$ cat src/rtl/bao_pkg.sv
// constants and carrier types for the bit-op and add-skip decoder
package bao_pkg;

  // machine cycle timing: one instruction cycle of the core
  localparam int CLK_NS = 5;
  localparam int MC_NS = 20;
  localparam int MC_CLKS = MC_NS / CLK_NS;
  localparam logic [3:0] MC_LAST = 4'(MC_CLKS - 1);

  // first-byte opcodes handled here
  localparam logic [7:0] OPC_TST_T_C = 8'hD7;
  localparam logic [7:0] OPC_TST_T_MEM = 8'hF9;
  localparam logic [7:0] OPC_TST_F_MEM = 8'hF8;
  localparam logic [7:0] OPC_TST_CLR = 8'hFD;
  localparam logic [7:0] OPC_SET_MEM = 8'hFF;
  localparam logic [7:0] OPC_CLR_MEM = 8'hFE;
  localparam logic [7:0] OPC_AND = 8'hF5;
  localparam logic [7:0] OPC_OR = 8'hF6;
  localparam logic [7:0] OPC_XOR = 8'hF7;
  localparam logic [7:0] OPC_STC = 8'hFC;
  localparam logic [7:0] OPC_LDC = 8'hF4;
  localparam logic [7:0] OPC_ADC_A_HL = 8'h3E;
  localparam logic [7:0] OPC_ADS_A_HL = 8'h3F;
  localparam logic [7:0] OPC_ADS_EA_IMM = 8'hC9;
  localparam logic [7:0] OPC_PAIR_PFX = 8'hDC;
  localparam logic [3:0] ADS_IMM_HI = 4'hA;

  // direct bit form: 11bb00ff, ff selects the action
  localparam logic [1:0] DIR_HI = 2'h3;
  localparam logic [1:0] DIR_MID = 2'h0;
  localparam logic [1:0] DIR_TST_T = 2'h3;
  localparam logic [1:0] DIR_TST_F = 2'h2;
  localparam logic [1:0] DIR_SET = 2'h1;

  // second-byte sub-opcodes behind the pair prefix
  localparam logic [3:0] SUB_ADC = 4'hA;
  localparam logic [3:0] SUB_ADS = 4'h9;

  // bit operand second byte layouts
  localparam logic [7:0] HIO_PAGE_LO = 8'hFB;
  localparam logic [7:0] HIO_PAGE_HI = 8'hFF;
  localparam logic [3:0] IDX_TAG = 4'h4;
  localparam logic [5:0] IDX_PAGE = 6'h3F;

  // nibble slots of the working registers
  localparam logic [2:0] NIB_A = 3'h0;
  localparam logic [2:0] NIB_E = 3'h1;
  localparam logic [2:0] NIB_L = 3'h2;
  localparam logic [2:0] NIB_H = 3'h3;

  typedef enum logic [3:0] {
    OP_OTHER, OP_TST_T_C, OP_TST_T, OP_TST_F, OP_TST_CLR, OP_SET,
    OP_CLR, OP_AND, OP_OR, OP_XOR, OP_STC, OP_LDC, OP_ADC, OP_ADS
  } bao_op_type;

  typedef enum logic [2:0] {
    ADD_A_HL, ADD_A_IMM, ADD_EA_IMM, ADD_EA_RR, ADD_RR_EA
  } bao_kind_type;

  typedef enum logic [1:0] {S_IDLE, S_READ, S_CALC, S_HOLD} bao_st_type;

  typedef logic [7:0][3:0] bao_regs_type;

  typedef struct packed {
    logic valid;
    logic [7:0] b1;
    logic [7:0] b2;
  } bao_instr_type;

  typedef struct packed {
    logic rd;
    logic wr;
    logic [11:0] addr;
    logic [3:0] wdata;
  } bao_mem_type;

  typedef struct packed {
    logic en;
    logic wide;
    logic [1:0] pair;
    logic [7:0] data;
  } bao_regwr_type;

  typedef struct packed {
    bao_op_type op;
    bao_kind_type kind;
    logic [11:0] addr;
    logic [1:0] bitSel;
    logic [1:0] cyc;
    logic needMem;
  } bao_dec_type;

endpackage

$ cat src/rtl/bao_mc_tick.sv
// machine cycle enable: one-clock pulse every MC_CLKS clocks
`timescale 1ns/10ps
module bao_mc_tick
  import bao_pkg::*;
(
  input wire logic clk_sys,
  input wire logic sys_rst,
  output logic tick
);

  typedef struct packed {
    logic [3:0] cnt;
    logic tick;
  } bao_tick_state_type;

  bao_tick_state_type st_reg; // divider state
  bao_tick_state_type st_next; // its next value

  // count clocks and flag the last one of each machine cycle
  always_comb begin
    st_next = st_reg;
    st_next.tick = (st_reg.cnt == MC_LAST);
    st_next.cnt = (st_reg.cnt == MC_LAST) ? 4'h0 : st_reg.cnt + 4'h1;
  end

  always_ff @(posedge clk_sys) begin
    if (sys_rst) begin
      st_reg <= '0;
    end else begin
      st_reg <= st_next;
    end
  end

  assign tick = st_reg.tick;

endmodule

$ cat src/rtl/bao_decode_core.sv
// decode and execute of bit ops, add-with-carry and add-then-skip
// How it works
// - test_true_skip skips when bit or carry set
// - test_false_skip skips when memory bit clear
// - test_clear_skip skips on one, clears bit
// - set bit, indexed address from operand and L
// - clear one bit, others untouched
// - carry becomes carry AND bit
// - carry becomes carry OR bit, source kept
// - carry becomes carry XOR bit
// - move_carry_bit store copies carry to bit
// - move_carry_bit load copies bit to carry
// - high I/O byte picks FBx or FFx page
// - add-with-carry sets carry on overflow only
// - add-with-carry one or two machine cycles
// - accumulator ADC overflow skips following add_then_skip A,#im
// - that following add_then_skip never skips itself
// - add_then_skip skips on overflow, carry untouched
`timescale 1ns/10ps
module bao_decode_core
  import bao_pkg::*;
(
  input wire logic clk_sys,
  input wire logic sys_rst,
  input bao_instr_type instr,
  input wire logic [3:0] bank,
  input bao_regs_type regs,
  input wire logic [3:0] memRdData,
  output logic instrAck,
  output logic execOther,
  output bao_mem_type memReq,
  output bao_regwr_type regWr,
  output logic carry,
  output logic skipPending
);

  ////////////////////////////////////////////////////////////////////
  // state

  typedef struct packed {
    bao_st_type st;
    bao_op_type op;
    bao_kind_type kind;
    logic [7:0] b1;
    logic [7:0] b2;
    logic [1:0] bitSel;
    logic [1:0] cyc; // machine cycles this instruction takes
    logic [1:0] cycCnt; // machine cycles already spent
    logic carry;
    logic skip; // next instruction is to be discarded
    logic squash; // current instruction is being discarded
    logic noSkip; // own skip inhibited after accumulator ADC
    logic adcFollow; // last instruction was ADC A,@HL
    logic adcOvf; // and it overflowed
    logic ack;
    logic other;
    bao_mem_type mem;
    bao_regwr_type rw;
  } bao_core_state_type;

  bao_core_state_type st_reg; // all state of the core
  bao_core_state_type st_next; // its next value

  logic tick; // one pulse per machine cycle
  bao_dec_type dec; // decode of the offered instruction
  logic accept; // instruction taken this clock
  logic adsImm; // offered instruction is ADD_THEN_SKIP A,#im
  logic curBit; // addressed bit of the returned nibble
  logic [3:0] bitMask; // one-hot of the addressed bit
  logic [7:0] eaVal; // wide accumulator value
  logic [7:0] pairVal; // register pair named by the second byte
  logic [7:0] addDst; // adder destination operand
  logic [7:0] addSrc; // adder source operand
  logic addCin; // carry into the adder
  logic [8:0] addSum; // adder result with carry out
  logic wideAdd; // eight-bit addition
  logic addOvf; // overflow out of the result's top bit

  // machine cycle divider; instructions start on its pulse
  bao_mc_tick u_tick (
    .clk_sys(clk_sys),
    .sys_rst(sys_rst),
    .tick(tick)
  );

  ////////////////////////////////////////////////////////////////////
  // decode

  // turn the two offered bytes into an operation and bit address
  function automatic bao_dec_type decode(
    input logic [7:0] b1,
    input logic [7:0] b2,
    input logic [3:0] bk,
    input logic [3:0] lo,
    input logic [3:0] hi
  );
    bao_dec_type d;
    d = '0;
    d.op = OP_OTHER;
    d.kind = ADD_A_HL;
    d.cyc = 2'd1;
    // second byte of the F-prefixed bit forms
    if (b2[7]) begin
      // high I/O page picked by the second leading bit
      d.addr = {(b2[6] ? HIO_PAGE_HI : HIO_PAGE_LO), b2[3:0]};
      d.bitSel = b2[5:4];
    end else if (b2[7:4] == IDX_TAG) begin
      // indexed: operand bits plus L.3-2, bit from L.1-0
      d.addr = {IDX_PAGE, b2[3:0], lo[3:2]};
      d.bitSel = lo[1:0];
    end else begin
      // pointer plus offset: H joined with the low operand nibble
      d.addr = {bk, hi, b2[3:0]};
      d.bitSel = b2[5:4];
    end
    case (b1)
      OPC_TST_T_C: begin
        d.op = OP_TST_T_C;
      end
      OPC_TST_T_MEM: d.op = OP_TST_T;
      OPC_TST_F_MEM: d.op = OP_TST_F;
      OPC_TST_CLR: d.op = OP_TST_CLR;
      OPC_SET_MEM: d.op = OP_SET;
      OPC_CLR_MEM: d.op = OP_CLR;
      OPC_AND: d.op = OP_AND;
      OPC_OR: d.op = OP_OR;
      OPC_XOR: d.op = OP_XOR;
      OPC_STC: d.op = OP_STC;
      OPC_LDC: d.op = OP_LDC;
      OPC_ADC_A_HL: begin
        d.op = OP_ADC;
        d.addr = {bk, hi, lo};
      end
      OPC_ADS_A_HL: begin
        d.op = OP_ADS;
        d.addr = {bk, hi, lo};
      end
      OPC_ADS_EA_IMM: begin
        d.op = OP_ADS;
        d.kind = ADD_EA_IMM;
        d.cyc = 2'd2;
      end
      OPC_PAIR_PFX: begin
        // only even pair codes exist behind the prefix
        if (!b2[0] && (b2[7:4] == SUB_ADC || b2[7:4] == SUB_ADS)) begin
          d.op = (b2[7:4] == SUB_ADC) ? OP_ADC : OP_ADS;
          d.kind = b2[3] ? ADD_EA_RR : ADD_RR_EA;
          d.cyc = 2'd2;
        end
      end
      default: begin
        if (b1[7:4] == ADS_IMM_HI) begin
          d.op = OP_ADS;
          d.kind = ADD_A_IMM;
        end else if (b1[7:6] == DIR_HI && b1[3:2] == DIR_MID) begin
          // direct form: bank page, full address byte in b2
          d.addr = {bk, b2};
          d.bitSel = b1[5:4];
          case (b1[1:0])
            DIR_TST_T: d.op = OP_TST_T;
            DIR_TST_F: d.op = OP_TST_F;
            DIR_SET: d.op = OP_SET;
            default: d.op = OP_CLR;
          endcase
        end
      end
    endcase
    // all memory bit forms take two machine cycles
    if (d.op inside {[OP_TST_T:OP_LDC]}) begin
      d.cyc = 2'd2;
      d.needMem = 1'b1;
    end
    if ((d.op == OP_ADC || d.op == OP_ADS) && d.kind == ADD_A_HL) begin
      d.needMem = 1'b1;
    end
    return d;
  endfunction

  assign dec = decode(instr.b1, instr.b2, bank, regs[NIB_L], regs[NIB_H]);
  assign accept = (st_reg.st == S_IDLE) && instr.valid && tick;
  assign adsImm = (dec.op == OP_ADS) && (dec.kind == ADD_A_IMM);

  ////////////////////////////////////////////////////////////////////
  // datapath helpers

  assign curBit = memRdData[st_reg.bitSel];
  assign bitMask = 4'h1 << st_reg.bitSel;
  assign eaVal = {regs[NIB_E], regs[NIB_A]};
  assign pairVal = {regs[{st_reg.b2[2:1], 1'b1}],
                    regs[{st_reg.b2[2:1], 1'b0}]};

  // operands by form; narrow forms sit in the low nibble
  assign addDst = (st_reg.kind == ADD_A_HL || st_reg.kind == ADD_A_IMM)
                  ? {4'h0, regs[NIB_A]}
                  : (st_reg.kind == ADD_RR_EA) ? pairVal : eaVal;
  assign addSrc = (st_reg.kind == ADD_A_HL) ? {4'h0, memRdData}
                : (st_reg.kind == ADD_A_IMM) ? {4'h0, st_reg.b1[3:0]}
                : (st_reg.kind == ADD_EA_IMM) ? st_reg.b2
                : (st_reg.kind == ADD_EA_RR) ? pairVal : eaVal;
  assign addCin = (st_reg.op == OP_ADC) && st_reg.carry;
  assign addSum = {1'b0, addDst} + {1'b0, addSrc} + {8'h00, addCin};
  assign wideAdd = (st_reg.kind != ADD_A_HL) &&
                   (st_reg.kind != ADD_A_IMM);
  // overflow is the carry out just above the top bit of the result width
  assign addOvf = wideAdd ? addSum[8] : addSum[4];

  ////////////////////////////////////////////////////////////////////
  // sequencer

  // accept, read, execute, then wait out the machine cycles
  always_comb begin
    st_next = st_reg;
    // strobes are one-clock pulses
    st_next.ack = 1'b0;
    st_next.other = 1'b0;
    st_next.mem.rd = 1'b0;
    st_next.mem.wr = 1'b0;
    st_next.rw.en = 1'b0;
    case (st_reg.st)
      S_IDLE: begin
        if (accept) begin
          st_next.op = dec.op;
          st_next.kind = dec.kind;
          st_next.b1 = instr.b1;
          st_next.b2 = instr.b2;
          st_next.bitSel = dec.bitSel;
          st_next.cyc = dec.cyc;
          st_next.cycCnt = 2'd0;
          st_next.mem.addr = dec.addr;
          st_next.noSkip = 1'b0;
          st_next.adcFollow = 1'b0;
          st_next.squash = 1'b0;
          if (st_reg.skip) begin
            // fetched but discarded
            st_next.squash = 1'b1;
            st_next.skip = 1'b0;
          end else if (st_reg.adcFollow && adsImm) begin
            // decimal adjust pairing
            st_next.squash = st_reg.adcOvf;
            // its own overflow may not skip
            st_next.noSkip = 1'b1;
          end
          if (st_next.squash || dec.op == OP_OTHER) begin
            // foreign opcodes run elsewhere unless discarded
            st_next.other = !st_next.squash && dec.op == OP_OTHER;
            st_next.st = S_HOLD;
          end else if (dec.needMem) begin
            st_next.mem.rd = 1'b1;
            st_next.st = S_READ;
          end else begin
            st_next.st = S_CALC;
          end
        end
      end
      S_READ: begin
        // memory answers one clock after the read strobe
        st_next.st = S_CALC;
      end
      S_CALC: begin
        st_next.st = S_HOLD;
        case (st_reg.op)
          OP_TST_T_C: st_next.skip = st_reg.carry;
          OP_TST_T: st_next.skip = curBit;
          OP_TST_F: st_next.skip = !curBit;
          OP_TST_CLR: begin
            // skip on one and write the bit back as zero
            st_next.skip = curBit;
            st_next.mem.wr = 1'b1;
            st_next.mem.wdata = memRdData & ~bitMask;
          end
          OP_SET: begin
            // read-modify-write keeps the other three bits
            st_next.mem.wr = 1'b1;
            st_next.mem.wdata = memRdData | bitMask;
          end
          OP_CLR: begin
            st_next.mem.wr = 1'b1;
            st_next.mem.wdata = memRdData & ~bitMask;
          end
          OP_AND: st_next.carry = st_reg.carry & curBit;
          OP_OR: st_next.carry = st_reg.carry | curBit;
          OP_XOR: st_next.carry = st_reg.carry ^ curBit;
          OP_STC: begin
            st_next.mem.wr = 1'b1;
            st_next.mem.wdata = (memRdData & ~bitMask) |
                                (st_reg.carry ? bitMask : 4'h0);
          end
          OP_LDC: st_next.carry = curBit;
          OP_ADC, OP_ADS: begin
            // source untouched, only destination written back
            st_next.rw.en = 1'b1;
            st_next.rw.wide = wideAdd;
            st_next.rw.pair = (st_reg.kind == ADD_RR_EA)
                              ? st_reg.b2[2:1] : 2'd0;
            st_next.rw.data = wideAdd ? addSum[7:0]
                                      : {4'h0, addSum[3:0]};
            if (st_reg.op == OP_ADC) begin
              st_next.carry = addOvf;
              if (st_reg.kind == ADD_A_HL) begin
                // remember overflow for a following ADD_THEN_SKIP
                st_next.adcFollow = 1'b1;
                st_next.adcOvf = addOvf;
              end
            end else if (!st_reg.noSkip) begin
              st_next.skip = addOvf; // carry left alone
            end
          end
          default: begin
          end
        endcase
      end
      S_HOLD: begin
        // finish on the last machine cycle boundary
        if (tick) begin
          if (st_reg.cycCnt + 2'd1 == st_reg.cyc) begin
            st_next.ack = 1'b1;
            st_next.st = S_IDLE;
          end else begin
            st_next.cycCnt = st_reg.cycCnt + 2'd1;
          end
        end
      end
      default: st_next.st = S_IDLE;
    endcase
  end

  // one register for the whole state; reset clears every flag
  always_ff @(posedge clk_sys) begin
    if (sys_rst) begin
      st_reg <= '0;
    end else begin
      st_reg <= st_next;
    end
  end

  assign instrAck = st_reg.ack;
  assign execOther = st_reg.other;
  assign memReq = st_reg.mem;
  assign regWr = st_reg.rw;
  assign carry = st_reg.carry;
  assign skipPending = st_reg.skip;

  logic inCalc; // execute clock
  assign inCalc = (st_reg.st == S_CALC);
endmodule

$ cat config.mk
export PLATFORM = sky130hd
export DESIGN_NAME = bao_decode_core
export DESIGN_NICKNAME = d
export VERILOG_FILES = /design/src/rtl/bao_pkg.sv /design/src/rtl/bao_mc_tick.sv /design/src/rtl/bao_decode_core.sv
export SDC_FILE = /design/constraint.sdc
export NUM_CORES = 1
export LEC_CHECK = 0
export BUFFER_PORTS_ARGS = -buffer_cell sky130_fd_sc_hd__buf_2
export CAP_MARGIN = 25
export CELL_PAD_IN_SITES_DETAIL_PLACEMENT = 1
export CELL_PAD_IN_SITES_GLOBAL_PLACEMENT = 2
export CORE_ASPECT_RATIO = 0.5
export CORE_MARGIN = 2
export CORE_UTILIZATION = 29
export DETAILED_ROUTE_END_ITERATION = 10
export GPL_TIMING_DRIVEN = 0
export PLACE_DENSITY_LB_ADDON = 0.1
export SYNTH_ARGS = -nofsm -noshare
export SYNTH_HDL_FRONTEND = slang
export SYNTH_SLANG_ARGS = --single-unit
$ cat constraint.sdc
create_clock -name clk_sys -period 4.1 [get_ports clk_sys]
set_input_delay 0.205 -clock clk_sys [delete_from_list [all_inputs] [get_ports clk_sys]]
set_output_delay 0.205 -clock clk_sys [all_outputs]
set_load 0.005 [all_outputs]
**After elaboration in Yosys (flattened, before gate mapping)**

Cells that the tools add are included.

- Add/subtract/negate cells: 4
- Magnitude comparators: 5
- Equality and inequality tests: 60
- Shifts and indexed selects: 1
- Muxes and demuxes: 66
- Bitwise logic cells: 13
- Reduce and logical (&&, ||, !) cells: 51

Operators by type and width:

| operator | count |
|---|---|
| equality test 8 bit (second input constant) | 13 |
| 2-to-1 mux 14 bit | 4 |
| 2-to-1 mux 8 bit | 7 |
| case mux 4 bit (14 select lines) | 1 |
| equality test 4 bit (second input constant) | 11 |
| 2-to-1 mux 31 bit | 1 |
| 2-to-1 mux 2 bit | 13 |
| OR reduction 13 bit | 2 |
| 2-to-1 mux 4 bit | 6 |
| case mux 12 bit (2 select lines) | 1 |
| equality test 4 x 3 -> 1 bit (second input constant) | 5 |
| case mux 3 bit (3 select lines) | 2 |
| binary-select mux 4 bit (select 2 bit) | 2 |
| equality test 8 x 6 -> 1 bit (second input constant) | 2 |
| 2-to-1 mux 1 bit | 15 |
| OR reduction 15 bit | 1 |
| OR reduction 2 bit | 7 |
| equality test 4 x 2 -> 1 bit (second input constant) | 3 |
| 2-to-1 mux 12 bit | 1 |
| case mux 4 bit (3 select lines) | 1 |
| OR reduction 4 bit | 3 |
| logical AND 1 bit | 11 |
| equality test 2 bit (second input constant) | 5 |
| AND reduction 5 bit | 2 |
| other kinds (47) | 81 |

- Register bits: 74
- Bits of input ports: 59
- Output and inout port bits: 34
- Logic and storage cells: 226

**Logic depth before layout (Yosys ltp)**

Gate-level depths: netlist of the first run.

- Depth in word-level cells: 16
- Depth in mapped cells: 13
- Mapped depth without buffers: 12

**Modules after synthesis**

A second synthesis of the first run with hierarchy kept.

- Cell total of the unflattened synthesis: 569
- Area total of the unflattened synthesis: 4,712.0 um^2

Modules (own cells, without submodules):

| module | times used | cells an instance | area each (um^2) | seq. area each (um^2) |
|---|---|---|---|---|
| bao_decode_core | 1 | 552 | 4,514.3 | 1,281.2 |
| bao_mc_tick | 1 | 17 | 197.7 | 100.1 |

**Worst setup path before layout of the first run**

OpenSTA, ideal clock, no wires.

- Path kind: reg2reg
- From: register st_reg[45] in the netlist's numbering
- To: register st_reg (netlist bit carry)
- Setup time: 0.133 ns
- Arrival: 3.764 ns
- Data required time: 3.967 ns
- Slack: 0.203 ns
- Cell stages (with the launch flop): 14
- Path buffers: 1
- Clock period less this slack: 3.897 ns
- Cell sequence: dfxtp_1 > buf_2 > mux4_2 > mux4_2 > mux2_2 > fa_1 > fa_1 > a21o_1 > a21oi_1 > nor2b_1 > o31a_1 > o41ai_1 > o221ai_1 > nor4bb_1

- Longest elaborated chain between the ends: 11
- Elaborated cells between the ends (all ways): 15
- Classes of those cells: add/sub: 2; mux: 13

Ends and longest elaborated chain:

| item | RTL line | source |
|---|---|---|
| from (decl) | bao_decode_core.sv:61 | `bao_core_state_type st_reg;` |
| from (signal assigned) | bao_decode_core.sv:332 | `st_reg <= st_next;` |
| binary-select mux 4 bit (select 2 bit) (on tied branches) | bao_decode_core.sv:190, bao_decode_core.sv:189 |  |
| 2-to-1 mux 4 bit (on tied branches) | bao_decode_core.sv:190, bao_decode_core.sv:189 |  |
| 2-to-1 mux 8 bit | bao_decode_core.sv:199 | `: (st_reg.kind == ADD_EA_RR) ? pairVal : eaVal;` |
| 2-to-1 mux 8 bit | bao_decode_core.sv:198 | `: (st_reg.kind == ADD_EA_IMM) ? st_reg.b2` |
| 2-to-1 mux 8 bit | bao_decode_core.sv:197 | `: (st_reg.kind == ADD_A_IMM) ? {4'h0, st_reg.b1[3:0]}` |
| 2-to-1 mux 8 bit | bao_decode_core.sv:196 | `assign addSrc = (st_reg.kind == ADD_A_HL) ? {4'h0, memRdData}` |
| adder 8 x 8 -> 9 bit * | bao_decode_core.sv:201 | `assign addSum = {1'b0, addDst} + {1'b0, addSrc} + {8'h00, addCin};` |
| adder 9 x 1 -> 9 bit * | bao_decode_core.sv:201 |  |
| 2-to-1 mux 1 bit * | bao_decode_core.sv:205 | `assign addOvf = wideAdd ? addSum[8] : addSum[4];` |
| 2-to-1 mux 1 bit * | bao_decode_core.sv:297 | `if (st_reg.op == OP_ADC) begin` |
| case mux 1 bit (5 select lines) * | bao_decode_core.sv:261 | `case (st_reg.op)` |

Every way passes the cells marked *; elsewhere a longest branch is shown, timed or not. The select of a mux whose other input is x is not followed.
A chain may end at the register's enable or synchronous reset.

**Final worst setup path of the first run**

- From: register st_reg[46] in the netlist's numbering
- To: register st_reg (netlist bit carry)

The elaborated chain is that of the path after synthesis.

==> results of run 1 <==
## critical path, delay by kind of cell, from the launching register on
kind / cells / cell delay (ns)
AND/OR/NAND/NOR: 2 / 0.25
adder cells (fa/ha/maj): 2 / 0.81
AO/OA/AOI/OAI: 5 / 0.97
buffers and inverters: 1 / 0.19
multiplexers: 3 / 1.26
flip-flops: 1 / 0.34
## synth_stat cells (13+ instances only)
cell type  number  share of area [%]
a21oi_1        60                6.3
buf_4          33                5.2
clkbuf_1       29                2.3
dfxtp_1        69                 29
ha_1           17                4.5
inv_1          14                1.1
mux4_2         13                6.2
nand2_1        66                5.2
nand3_1        18                1.9
nor2_1         64                5.1
nor3_1         14                1.5
o21ai_0        20                2.1
## layout make-up
class                      instances  area [um2]
buffer                            67         397
multi-input combinational        431        2980
clock buffer                       9         225
fill                            2021       10300
timing repair buffer              91         468
sequential                        69        1380
clock inverter                     7        75.1
tap                              227         284
inverter                          14        52.6
## worst max path at each step
stage                from         end  slack (ns)  cells after the start
2_1_floorplan  st_reg[45]       carry        0.20                     13
3_3_place_gp   st_reg[45]       carry       -0.69                     13
3_5_place_dp   st_reg[45]       carry       -0.75                     13
4_1_cts        st_reg[46]       carry       0.008                     13
5_1_grt        st_reg[46]  st_reg[32]       0.005                     14
6_report       st_reg[46]       carry        0.13                     13
## power by group
group / switching [mW] / internal [mW]
clock network: 0.330 / 0.474
registers: 0.0142 / 0.687
logic: 0.223 / 0.144
## layer usage
| metal | up-vias | part of all wire, % | global-route usage, % |
|---|---|---|---|
| met5 | - | 0 | 0 |
| met3 | 11 | 4.2 | 3.39 |
| met4 | 0 | 0.61 | 4.17 |
| met2 | 96 | 41 | 29.0 |
| li1 | 2264 | - | - |
| met1 | 2217 | 54 | 30.4 |
## what timing repair did
item                                   CTS  global route
endpoints found under the hold margin    0             0
pin swaps                                2             6
setup endpoints to repair                3             3
setup buffers                            3             2
resized for setup                        8             7
## logic make-up (layout without fill, tap and decap cells)
group	Yosys count	after routing
adder cells (fa/ha/maj)	19	19
multiplexers	34	34
flip-flops	69	69
AO/OA/AOI/OAI	149	149
XOR/XNOR	9	9
buffers and inverters	83	188
AND/OR/NAND/NOR	220	220
## stage by stage
step                      util [%]  cell area [um2]  TNS (ns)
after floorplan                  -             4750         0
after global placement        33.8             5460     -1.88
after detailed placement      33.8             5460     -2.06
after CTS                     36.0             5820         0
after global routing          36.2             5860         0
final                         36.2             5860         0
==> metrics.txt, run 1 <==
# TYPE chip_impl_metric gauge
chip_impl_metric{name="first_iter_violations",unit=""} 193
chip_impl_info{name="run_status",value="finished, final reports clean"} 1
chip_impl_metric{name="period_minus_slack",unit="ns"} 3.97
chip_impl_metric{name="fin_skew",unit="ns"} 0.00954
chip_impl_info{name="cp-end-kind",value="flop"} 1
chip_impl_metric{name="largest_fanout_on_the_critical_path",unit=""} 3
chip_impl_metric{name="num_vias",unit=""} 4588
chip_impl_metric{name="cts_inserted_buffers",unit=""} 9
chip_impl_info{name="holdCritStartpoint",value="bank[2]"} 1
chip_impl_metric{name="dr_wl_cell",unit="um"} 18.7
chip_impl_info{name="nature_of_the_critical_path_startpoint",value="flop"} 1
chip_impl_info{name="crit_path_top_delay_cell",value="mux4_2"} 1
chip_impl_metric{name="grt_usage",unit="%"} 19.9
chip_impl_metric{name="cp_data_required_time",unit="ns"} 4.30
chip_impl_info{name="hold_path_end",value="memReq[14]"} 1
chip_impl_metric{name="timing_max_transition_violations_final",unit=""} 0
chip_impl_metric{name="postCtsHoldBufs",unit=""} 0
chip_impl_info{name="timing.rr.end",value="carry"} 1
chip_impl_info{name="min_path_type",value="input port to flop"} 1
chip_impl_metric{name="postLayoutSetupSlackWorst",unit="ns"} 0.129
chip_impl_metric{name="num_rows",unit=""} 33
chip_impl_info{name="clockRootBuffer",value="clkbuf_16"} 1
chip_impl_metric{name="synth.mux.area_fraction",unit="%"} 11.0
chip_impl_metric{name="place_hpwl",unit="um"} 13400
chip_impl_metric{name="floorplan.die.height",unit="um"} 94.5
chip_impl_metric{name="core_region_area",unit="um2"} 16200
chip_impl_metric{name="regToRegSetupSlack",unit="ns"} 0.13
chip_impl_metric{name="fin_crit_sh",unit="%"} 96.9
chip_impl_metric{name="dieArea",unit="um2"} 17500
chip_impl_info{name="crit_path_cell_trace",value="mux4_2 -> mux4_2 -> mux2_4 -> fa_2 -> fa_2 -> a21o_1 -> a21oi_2 -> nor2b_1 -> o31a_1 -> o41ai_4 -> buf_4 -> o221ai_2 -> nor4bb_2"} 1
chip_impl_metric{name="drive_above_1_share",unit="%"} 28.9
chip_impl_metric{name="antenna_cells_inserted",unit=""} 0
chip_impl_metric{name="firstDrtPassIters",unit=""} 4
chip_impl_metric{name="worst_hold_stages",unit=""} 3
chip_impl_metric{name="largest_reg_flops",unit=""} 30
chip_impl_metric{name="numPortBuffers",unit=""} 86
chip_impl_info{name="worstReg2RegStart",value="st_reg[46]"} 1
chip_impl_metric{name="area_growth",unit="%"} 23.4
chip_impl_metric{name="viasPerCell",unit=""} 5.01
chip_impl_metric{name="slew_headroom",unit="%"} 32.9
chip_impl_metric{name="synthDistinctLibCells",unit=""} 78
chip_impl_metric{name="layoutNonFillerInstCount",unit=""} 915
chip_impl_metric{name="synth-async-reset-ratio",unit="%"} 0
chip_impl_metric{name="syn_nets",unit=""} 661
chip_impl_metric{name="post_synth.cell_area_avg",unit="um2"} 8.15
chip_impl_metric{name="synth_compound_area_share",unit="%"} 20.2
chip_impl_metric{name="power.total",unit="mW"} 1.87
chip_impl_metric{name="placement_setup_slack",unit="ns"} -0.748
chip_impl_metric{name="ant_nets",unit=""} 0
chip_impl_metric{name="maxClockFrequency",unit="MHz"} 252
chip_impl_metric{name="worst_pin_slew",unit="ns"} 0.998
chip_impl_metric{name="setup_viol_count_final",unit=""} 0
chip_impl_metric{name="cts.clk_slew.worst_paths",unit="ns"} 0.07
chip_impl_metric{name="yosys.area_share.simple",unit="%"} 23.4
chip_impl_metric{name="finalWirelength",unit="um"} 17100
chip_impl_metric{name="grt_max_degree",unit=""} 14
chip_impl_metric{name="dp_cells",unit=""} 896
chip_impl_metric{name="clock_path_buffers",unit=""} 2
chip_impl_metric{name="starting_utilization_of_the_core_area",unit="%"} 29.3
chip_impl_metric{name="synthesis.instances",unit=""} 583
chip_impl_metric{name="worstSkewPairLatency",unit="ns"} 0.34
chip_impl_info{name="cts_tree",value="built"} 1
chip_impl_metric{name="total_drc_errors_in_the_routed_layout",unit=""} 0
chip_impl_metric{name="htree_num_levels",unit=""} 3
chip_impl_info{name="most_common_cell_after_layout_fill_and_taps_aside",value="buf_2"} 1
chip_impl_metric{name="grt_antenna_before_repair",unit=""} 0
chip_impl_metric{name="global_route.overflow_total",unit=""} 0
chip_impl_metric{name="synth-seq-cells",unit=""} 69
chip_impl_metric{name="peakVddDrop",unit="V"} 0.000177
chip_impl_info{name="layout_common_cells",value="buf_2 (90), dfxtp_1 (68), nand2_1 (66)"} 1
chip_impl_metric{name="synth.cell_area",unit="um2"} 4750
chip_impl_metric{name="final_nets",unit=""} 761
chip_impl_metric{name="critPathMaxStageDelay",unit="ns"} 0.50
chip_impl_metric{name="first_global_vias",unit=""} 4462
chip_impl_metric{name="clock_sinks",unit=""} 69
chip_impl_metric{name="timing.max_cap.violations",unit=""} 0
chip_impl_metric{name="worst-r2r-cell-count",unit=""} 13
chip_impl_metric{name="timing.final.hold_violations",unit=""} 0
chip_impl_metric{name="synth-warning-count",unit=""} 0
chip_impl_info{name="synth_top_family_by_area",value="simple AND/OR/NAND/NOR gates"} 1
chip_impl_metric{name="number_of_enable_flip_flop_cells_after_synthesis",unit=""} 0
chip_impl_metric{name="powerDensity",unit="nW/um2"} 320
chip_impl_metric{name="die_x",unit="um"} 185
chip_impl_metric{name="post_synth_xor_area_fraction",unit="%"} 1.66
chip_impl_metric{name="hold_ws",unit="ns"} 0.139
chip_impl_info{name="criticalPathCategory",value="flop to flop"} 1
chip_impl_metric{name="leak_pwr",unit="nW"} 2.35
chip_impl_metric{name="io_pins",unit=""} 93
chip_impl_metric{name="synthAdderAreaFrac",unit="%"} 5.32
chip_impl_metric{name="crit_arrival",unit="ns"} 4.17
chip_impl_info{name="grt_setup_unrepaired",value="no"} 1
chip_impl_metric{name="first_pass_grt_wire_length",unit="um"} 26000
chip_impl_metric{name="synth_sequential_area_ratio",unit="%"} 29.1
chip_impl_metric{name="place.gp.congestion",unit=""} 0.862
chip_impl_info{name="synthFlopType",value="dfxtp_1"} 1
(Power assumes the default switching activity.)
==> run 2, diff against run 1 <==
Settings changed: CORE_MARGIN 2 to default, REMOVE_ABC_BUFFERS from default to 1.
==> metrics.txt, run 2 (synthesized netlist as in run 1, its figures left out) <==
# TYPE chip_impl_metric gauge
chip_impl_metric{name="maxClockFrequency",unit="MHz"} 257
chip_impl_metric{name="total_drc_errors_in_the_routed_layout",unit=""} 0
chip_impl_info{name="dr.max_layer_used",value="met4"} 1
chip_impl_metric{name="placement_setup_slack",unit="ns"} -0.809
chip_impl_metric{name="timing_max_transition_violations_final",unit=""} 0
chip_impl_metric{name="die_x",unit="um"} 183
chip_impl_metric{name="period_minus_slack",unit="ns"} 3.90
chip_impl_metric{name="clock_path_buffers",unit=""} 2
chip_impl_info{name="run_status",value="finished, final reports clean"} 1
chip_impl_metric{name="place.gp.congestion",unit=""} 0.772
chip_impl_metric{name="routed-wl-met2",unit="um"} 6010
chip_impl_metric{name="num_rows",unit=""} 32
chip_impl_info{name="nature_of_the_critical_path_startpoint",value="flop"} 1
chip_impl_metric{name="fin_skew",unit="ns"} 0.00843
chip_impl_metric{name="antenna_cells_inserted",unit=""} 0
chip_impl_info{name="clockRootBuffer",value="clkbuf_16"} 1
chip_impl_metric{name="dieArea",unit="um2"} 16900
chip_impl_metric{name="numPortBuffers",unit=""} 92
chip_impl_metric{name="dr_wl_cell",unit="um"} 17.5
chip_impl_metric{name="routed-wl-met3",unit="um"} 701
chip_impl_metric{name="finalWirelength",unit="um"} 14900
chip_impl_metric{name="fin_area",unit="um2"} 5550
chip_impl_metric{name="timing.max_cap.violations",unit=""} 0
chip_impl_metric{name="leak_pwr",unit="nW"} 2.15
chip_impl_metric{name="crit_arrival",unit="ns"} 4.12
chip_impl_info{name="layout_common_cells",value="buf_2 (92), dfxtp_1 (67), nand2_1 (66)"} 1
chip_impl_metric{name="postLayoutSetupSlackWorst",unit="ns"} 0.204
chip_impl_metric{name="floorplan.die.height",unit="um"} 92.5
chip_impl_info{name="cp-end-kind",value="flop"} 1
chip_impl_metric{name="fin_crit_sh",unit="%"} 95.0
chip_impl_metric{name="cts_inserted_buffers",unit=""} 9
chip_impl_metric{name="starting_utilization_of_the_core_area",unit="%"} 30.3
chip_impl_metric{name="cp_data_required_time",unit="ns"} 4.33
chip_impl_metric{name="viasPerCell",unit=""} 5.08
chip_impl_metric{name="firstDrtPassIters",unit=""} 4
chip_impl_metric{name="powerDensity",unit="nW/um2"} 353
chip_impl_metric{name="worstSkewPairLatency",unit="ns"} 0.33
chip_impl_info{name="criticalPathCategory",value="flop to flop"} 1
chip_impl_metric{name="drt-met1-wl",unit="um"} 8090
chip_impl_metric{name="first_iter_violations",unit=""} 241
chip_impl_metric{name="core_region_area",unit="um2"} 15700
chip_impl_metric{name="first_pass_grt_wire_length",unit="um"} 23900
chip_impl_info{name="grt_setup_unrepaired",value="no"} 1
chip_impl_metric{name="place_hpwl",unit="um"} 11300
chip_impl_metric{name="first_global_vias",unit=""} 4219
chip_impl_metric{name="largest_reg_flops",unit=""} 30
chip_impl_metric{name="placed_area",unit="um2"} 5150
chip_impl_metric{name="ant_nets",unit=""} 0
chip_impl_metric{name="final_nets",unit=""} 700
chip_impl_info{name="min_path_type",value="input port to flop"} 1
chip_impl_metric{name="cts.clk_slew.worst_paths",unit="ns"} 0.06
chip_impl_metric{name="num_vias",unit=""} 4308
chip_impl_metric{name="slew_headroom",unit="%"} 45.5
chip_impl_metric{name="global_route.overflow_total",unit=""} 0
chip_impl_metric{name="drive_above_1_share",unit="%"} 26.2
chip_impl_metric{name="peakVddDrop",unit="V"} 0.000187
chip_impl_metric{name="timing.final.hold_violations",unit=""} 0
chip_impl_metric{name="worst_pin_slew",unit="ns"} 0.817
chip_impl_info{name="most_common_cell_after_layout_fill_and_taps_aside",value="buf_2"} 1
chip_impl_metric{name="largest_fanout_on_the_critical_path",unit=""} 3
chip_impl_metric{name="setup_viol_count_final",unit=""} 0
chip_impl_metric{name="area_growth",unit="%"} 16.9
chip_impl_info{name="cts_tree",value="built"} 1
chip_impl_metric{name="io_pins",unit=""} 93
chip_impl_metric{name="htree_num_levels",unit=""} 3
chip_impl_metric{name="clock_sinks",unit=""} 69
chip_impl_metric{name="grt_usage",unit="%"} 18.3
chip_impl_metric{name="grt_max_degree",unit=""} 49
chip_impl_metric{name="grt_antenna_before_repair",unit=""} 0
-- run 2: final cells by class --
class	instances	area, um2
clock buffer	11	243
tap	221	277
timing repair buffer	97	518
multi-input combinational	431	2970
inverter	14	52.6
sequential	69	1390
fill	1896	10100
clock inverter	5	106
-- run 2: repair_timing --
action / in CTS / in global routing
buffers inserted: 2 / 0
resized for setup: 10 / 0
hold buffers: 0 / 0
pin swaps: 3 / 1
setup endpoints to repair: 3 / 2
-- run 2: power breakdown --
group / switching (mW) / leakage [nW] / internal, mW / total, mW
logic: 0.195 / 1.42 / 0.134 / 0.329
registers: 0.0179 / 0.558 / 0.686 / 0.704
clock network: 0.311 / 0.166 / 0.614 / 0.925
-- run 2: worst paths after layout --
path,cells past startpoint,startpoint,endpoint,slack [ns]
worst max-delay path,12,st_reg[46],skipPending,0.20
worst min register to register,2,memReq[1],memReq[1],0.45
worst min-delay path,3,instr[1],st_reg[45],0.14
worst max register to register,12,st_reg[46],skipPending,0.20
-- run 2: metrics by stage --
step,utilization (%),hold WS (ns),power (mW),std cells,setup TNS (ns)
floorplan,-,0.270,0.913,514,-0.180
global placement,32.4,0.439,1.04,827,-5.65
detailed placement,32.8,0.443,1.05,830,-2.24
CTS,35.4,0.119,1.99,848,0
global route,35.4,0.147,2.06,848,0
finish,35.4,0.143,1.96,848,0
-- run 2: worst max-delay path, cell delays in order, from the launching register on --
cell	delay, ns
dfxtp_4	0.37
mux4_2	0.50
mux4_2	0.45
mux2_2	0.30
fa_2	0.38
fa_2	0.36
a21o_1	0.18
a21oi_2	0.17
nor2b_1	0.08
o31a_1	0.29
o41ai_4	0.35
a31oi_1	0.16
a21o_1	0.20
-- run 2: layer usage --
layer	GRT usage (%)	vias to the layer above
met5	0	-
met4	4.17	0
met3	3.58	4
met2	25.7	78
met1	28.1	2081
li1	-	2145
==> run 3, diff against run 2 <==
Settings changed: ABC_AREA from default to 1, CORE_UTILIZATION 29 to 27, PLACE_DENSITY from default to 0.89, PLACE_DENSITY_LB_ADDON 0.1 to default.
==> metrics.txt, run 3 <==
# TYPE chip_impl_metric gauge
chip_impl_info{name="worstReg2RegStart",value="st_reg[45]"} 1
chip_impl_metric{name="synth-warning-count",unit=""} 0
chip_impl_metric{name="critPathMaxStageDelay",unit="ns"} 0.52
chip_impl_metric{name="peakVddDrop",unit="V"} 0.000173
chip_impl_metric{name="placed_area",unit="um2"} 5160
chip_impl_metric{name="viasPerCell",unit=""} 4.78
chip_impl_metric{name="synth-seq-cells",unit=""} 69
chip_impl_info{name="crit_path_top_delay_cell",value="dfxtp_2"} 1
chip_impl_metric{name="postLayoutSetupSlackWorst",unit="ns"} 0.334
chip_impl_metric{name="global_route.overflow_total",unit=""} 0
chip_impl_info{name="most_common_cell_after_layout_fill_and_taps_aside",value="nand2_1"} 1
chip_impl_metric{name="synth-async-reset-ratio",unit="%"} 0
chip_impl_metric{name="intPower",unit="mW"} 1.44
chip_impl_info{name="synthMostInstantiatedCell",value="nand2_1"} 1
chip_impl_metric{name="largest_reg_flops",unit=""} 30
chip_impl_metric{name="timing_max_transition_violations_final",unit=""} 0
chip_impl_metric{name="ant_nets",unit=""} 0
chip_impl_metric{name="synthesis.instances",unit=""} 719
chip_impl_metric{name="total_drc_errors_in_the_routed_layout",unit=""} 0
chip_impl_metric{name="switching_fraction",unit="%"} 30.5
chip_impl_info{name="cts_tree",value="built"} 1
chip_impl_metric{name="clock_sinks",unit=""} 69
chip_impl_info{name="crit_path_cell_trace",value="clkinv_2 -> o21ai_0 -> o22ai_1 -> nor2_1 -> o22ai_1 -> nand2_1 -> a31oi_1 -> fa_1 -> fa_1 -> nand3_1 -> nand2_1 -> xor2_1 -> nand2_1 -> nand3_1 -> nand3_1 -> o21ai_0 -> a21oi_1"} 1
chip_impl_metric{name="post_synth.cell_area_avg",unit="um2"} 6.49
chip_impl_metric{name="die_x",unit="um"} 188
chip_impl_metric{name="io_pins",unit=""} 93
chip_impl_metric{name="fin_crit_sh",unit="%"} 91.9
chip_impl_metric{name="worst_pin_slew",unit="ns"} 0.681
chip_impl_metric{name="synth_top_cell_area_share",unit="%"} 29.6
chip_impl_metric{name="numPortBuffers",unit=""} 92
chip_impl_metric{name="powerDensity",unit="nW/um2"} 378
chip_impl_metric{name="num_vias",unit=""} 4807
chip_impl_info{name="cp-end-kind",value="flop"} 1
chip_impl_info{name="hold_path_end",value="memReq[14]"} 1
chip_impl_info{name="synth_top_cells_by_area",value="dfxtp_1 (30%), nand2_1 (11%), a21oi_1 (9.3%)"} 1
chip_impl_metric{name="leak_pwr",unit="nW"} 2.62
chip_impl_metric{name="starting_utilization_of_the_core_area",unit="%"} 28.0
chip_impl_metric{name="finalWirelength",unit="um"} 15400
chip_impl_info{name="synth_top_cells_by_count",value="nand2_1 (134), inv_1 (88), a21oi_1 (87)"} 1
chip_impl_metric{name="cts_inserted_buffers",unit=""} 9
chip_impl_info{name="clockRootBuffer",value="clkbuf_16"} 1
chip_impl_metric{name="dr_wl_cell",unit="um"} 15.3
chip_impl_info{name="layout_common_cells",value="nand2_1 (134), buf_2 (92), inv_1 (88)"} 1
chip_impl_metric{name="worstSkewPairLatency",unit="ns"} 0.33
chip_impl_metric{name="share_clk_of_total_power",unit="%"} 41.9
chip_impl_metric{name="fin_skew",unit="ns"} 0.00824
chip_impl_metric{name="drive_above_1_share",unit="%"} 16.8
chip_impl_metric{name="timing.max_cap.violations",unit=""} 0
chip_impl_metric{name="synth_sequential_area_ratio",unit="%"} 29.6
chip_impl_metric{name="slew_headroom",unit="%"} 54.3
chip_impl_metric{name="period_minus_slack",unit="ns"} 3.77
chip_impl_metric{name="firstDrtPassIters",unit=""} 4
chip_impl_metric{name="cp_data_required_time",unit="ns"} 4.31
chip_impl_info{name="grt_setup_unrepaired",value="no"} 1
chip_impl_info{name="holdCritStartpoint",value="bank[2]"} 1
chip_impl_metric{name="num_rows",unit=""} 33
chip_impl_metric{name="floorplan.die.height",unit="um"} 95.0
chip_impl_metric{name="place.gp.congestion",unit=""} 0.843
chip_impl_metric{name="fin_area",unit="um2"} 5500
chip_impl_metric{name="number_of_enable_flip_flop_cells_after_synthesis",unit=""} 0
chip_impl_metric{name="grt_antenna_before_repair",unit=""} 1
chip_impl_info{name="timing.rr.end",value="skipPending"} 1
chip_impl_metric{name="place_hpwl",unit="um"} 12200
chip_impl_metric{name="first_pass_grt_wire_length",unit="um"} 25100
chip_impl_metric{name="area_growth",unit="%"} 17.8
chip_impl_metric{name="cts.clk_slew.worst_paths",unit="ns"} 0.06
chip_impl_metric{name="first_iter_violations",unit=""} 270
chip_impl_metric{name="grt_usage",unit="%"} 17.7
chip_impl_metric{name="final_nets",unit=""} 852
chip_impl_metric{name="postCtsHoldBufs",unit=""} 0
chip_impl_metric{name="synth.cell_area",unit="um2"} 4670
chip_impl_metric{name="placement_setup_slack",unit="ns"} -0.207
chip_impl_info{name="min_path_type",value="input port to flop"} 1
chip_impl_metric{name="dieArea",unit="um2"} 17800
chip_impl_metric{name="worst-r2r-cell-count",unit=""} 17
chip_impl_metric{name="clock_path_buffers",unit=""} 2
chip_impl_metric{name="setup_tns",unit="ns"} 0
chip_impl_metric{name="postCtsSetupBuffers",unit=""} 0
chip_impl_metric{name="p_sw",unit="mW"} 0.634
chip_impl_metric{name="regToRegSetupSlack",unit="ns"} 0.33
chip_impl_metric{name="timing.critical_path.buf_inv",unit=""} 1
chip_impl_info{name="run_status",value="finished, final reports clean"} 1
chip_impl_metric{name="htree_num_levels",unit=""} 3
chip_impl_info{name="yosysTopAreaCell",value="dfxtp_1"} 1
chip_impl_metric{name="core_region_area",unit="um2"} 16600
chip_impl_metric{name="grt_max_degree",unit=""} 38
chip_impl_metric{name="share_seq_of_total_power",unit="%"} 35.8
chip_impl_info{name="criticalPathCategory",value="flop to flop"} 1
chip_impl_metric{name="crit_arrival",unit="ns"} 3.98
chip_impl_metric{name="worst_hold_stages",unit=""} 3
chip_impl_metric{name="share_comb_of_total_power",unit="%"} 22.4
chip_impl_metric{name="largest_fanout_on_the_critical_path",unit=""} 19
chip_impl_metric{name="critical_path_cell_count",unit=""} 17
chip_impl_metric{name="synthDistinctLibCells",unit=""} 37
chip_impl_metric{name="antenna_cells_inserted",unit=""} 0
chip_impl_metric{name="maxClockFrequency",unit="MHz"} 266
chip_impl_info{name="crit_family",value="adder cells"} 1
chip_impl_metric{name="setup_viol_count_final",unit=""} 0
chip_impl_metric{name="first_global_vias",unit=""} 4910
chip_impl_info{name="nature_of_the_critical_path_startpoint",value="flop"} 1
chip_impl_info{name="synthFlopType",value="dfxtp_1"} 1
chip_impl_metric{name="timing.final.hold_violations",unit=""} 0
==> run 3: cell count changes after synthesis, moves of 13 or more <==
cell     delta
nor2_1     +17
a21oi_1    +27
o21ai_0    +50
inv_1      +74
nand2_1    +68
mux4_2     -13
==> run 3: worst max-delay path by stage <==
stage          startpoint          end  slack [ns]
2_1_floorplan  st_reg[45]  skipPending        0.82
3_3_place_gp   st_reg[45]  skipPending       -0.22
3_5_place_dp   st_reg[45]  skipPending       -0.21
4_1_cts        st_reg[45]  skipPending        0.06
5_1_grt        st_reg[45]  skipPending        0.04
6_report       st_reg[45]  skipPending        0.33
==> run 3: worst min-delay path, stage by stage <==
cell	delay, ns
buf_2	0.08
nor2_1	0.03
a21oi_1	0.12
==> run 3: power by group through the flow <==
stage | Sequential (mW) | Combinational (mW) | Clock (mW)
after global placement | 0.754 | 0.444 | 0
after global routing | 0.747 | 0.536 | 0.919
final | 0.742 | 0.465 | 0.869
after detailed placement | 0.757 | 0.463 | 0
after CTS | 0.742 | 0.466 | 0.888
after floorplan | 0.750 | 0.304 | 0
==> run 3: cells by family after synthesis <==
group	count (synthesis)	share of synthesized area, %
adder cells (fa/ha/maj)	19	5.42
AND/OR/NAND/NOR	271	24.4
buffers and inverters	145	14.2
XOR/XNOR	8	1.50
AO/OA/AOI/OAI	207	24.9
flip-flops	69	29.6
==> run 3: metal layers <==
layer,vias to the layer above,wire [um],track usage (%)
met5,-,0,0
met4,0,65,3.18
li1,2478,-,-
met2,61,6680,29.5
met1,2263,8070,24.0
met3,5,608,3.53
==> run 3: area by class of cell <==
cell class,count,area [um2]
clock buffers,12,256
multi-input cells,505,2630
inverters,94,354
clock inverters,4,70.1
fillers,2151,11100
flip-flops and latches,69,1380
well taps,227,284
repair buffers,95,523
==> run 3: repair_timing <==
action                                  4_1_cts  5_1_grt
cloned                                        0        0
endpoints found under the setup margin        2        2
gates resized for setup                       2        1
==> run 3: per-stage QoR <==
stage	instances	total power [mW]	hold slack [ns]	util, %
global placement	987	1.20	0.427	30.7
finish	1006	2.08	0.136	33.0
floorplan	668	1.05	0.274	-
detailed placement	990	1.22	0.439	31.0
global route	1006	2.20	0.155	33.0
CTS	1006	2.10	0.131	33.0
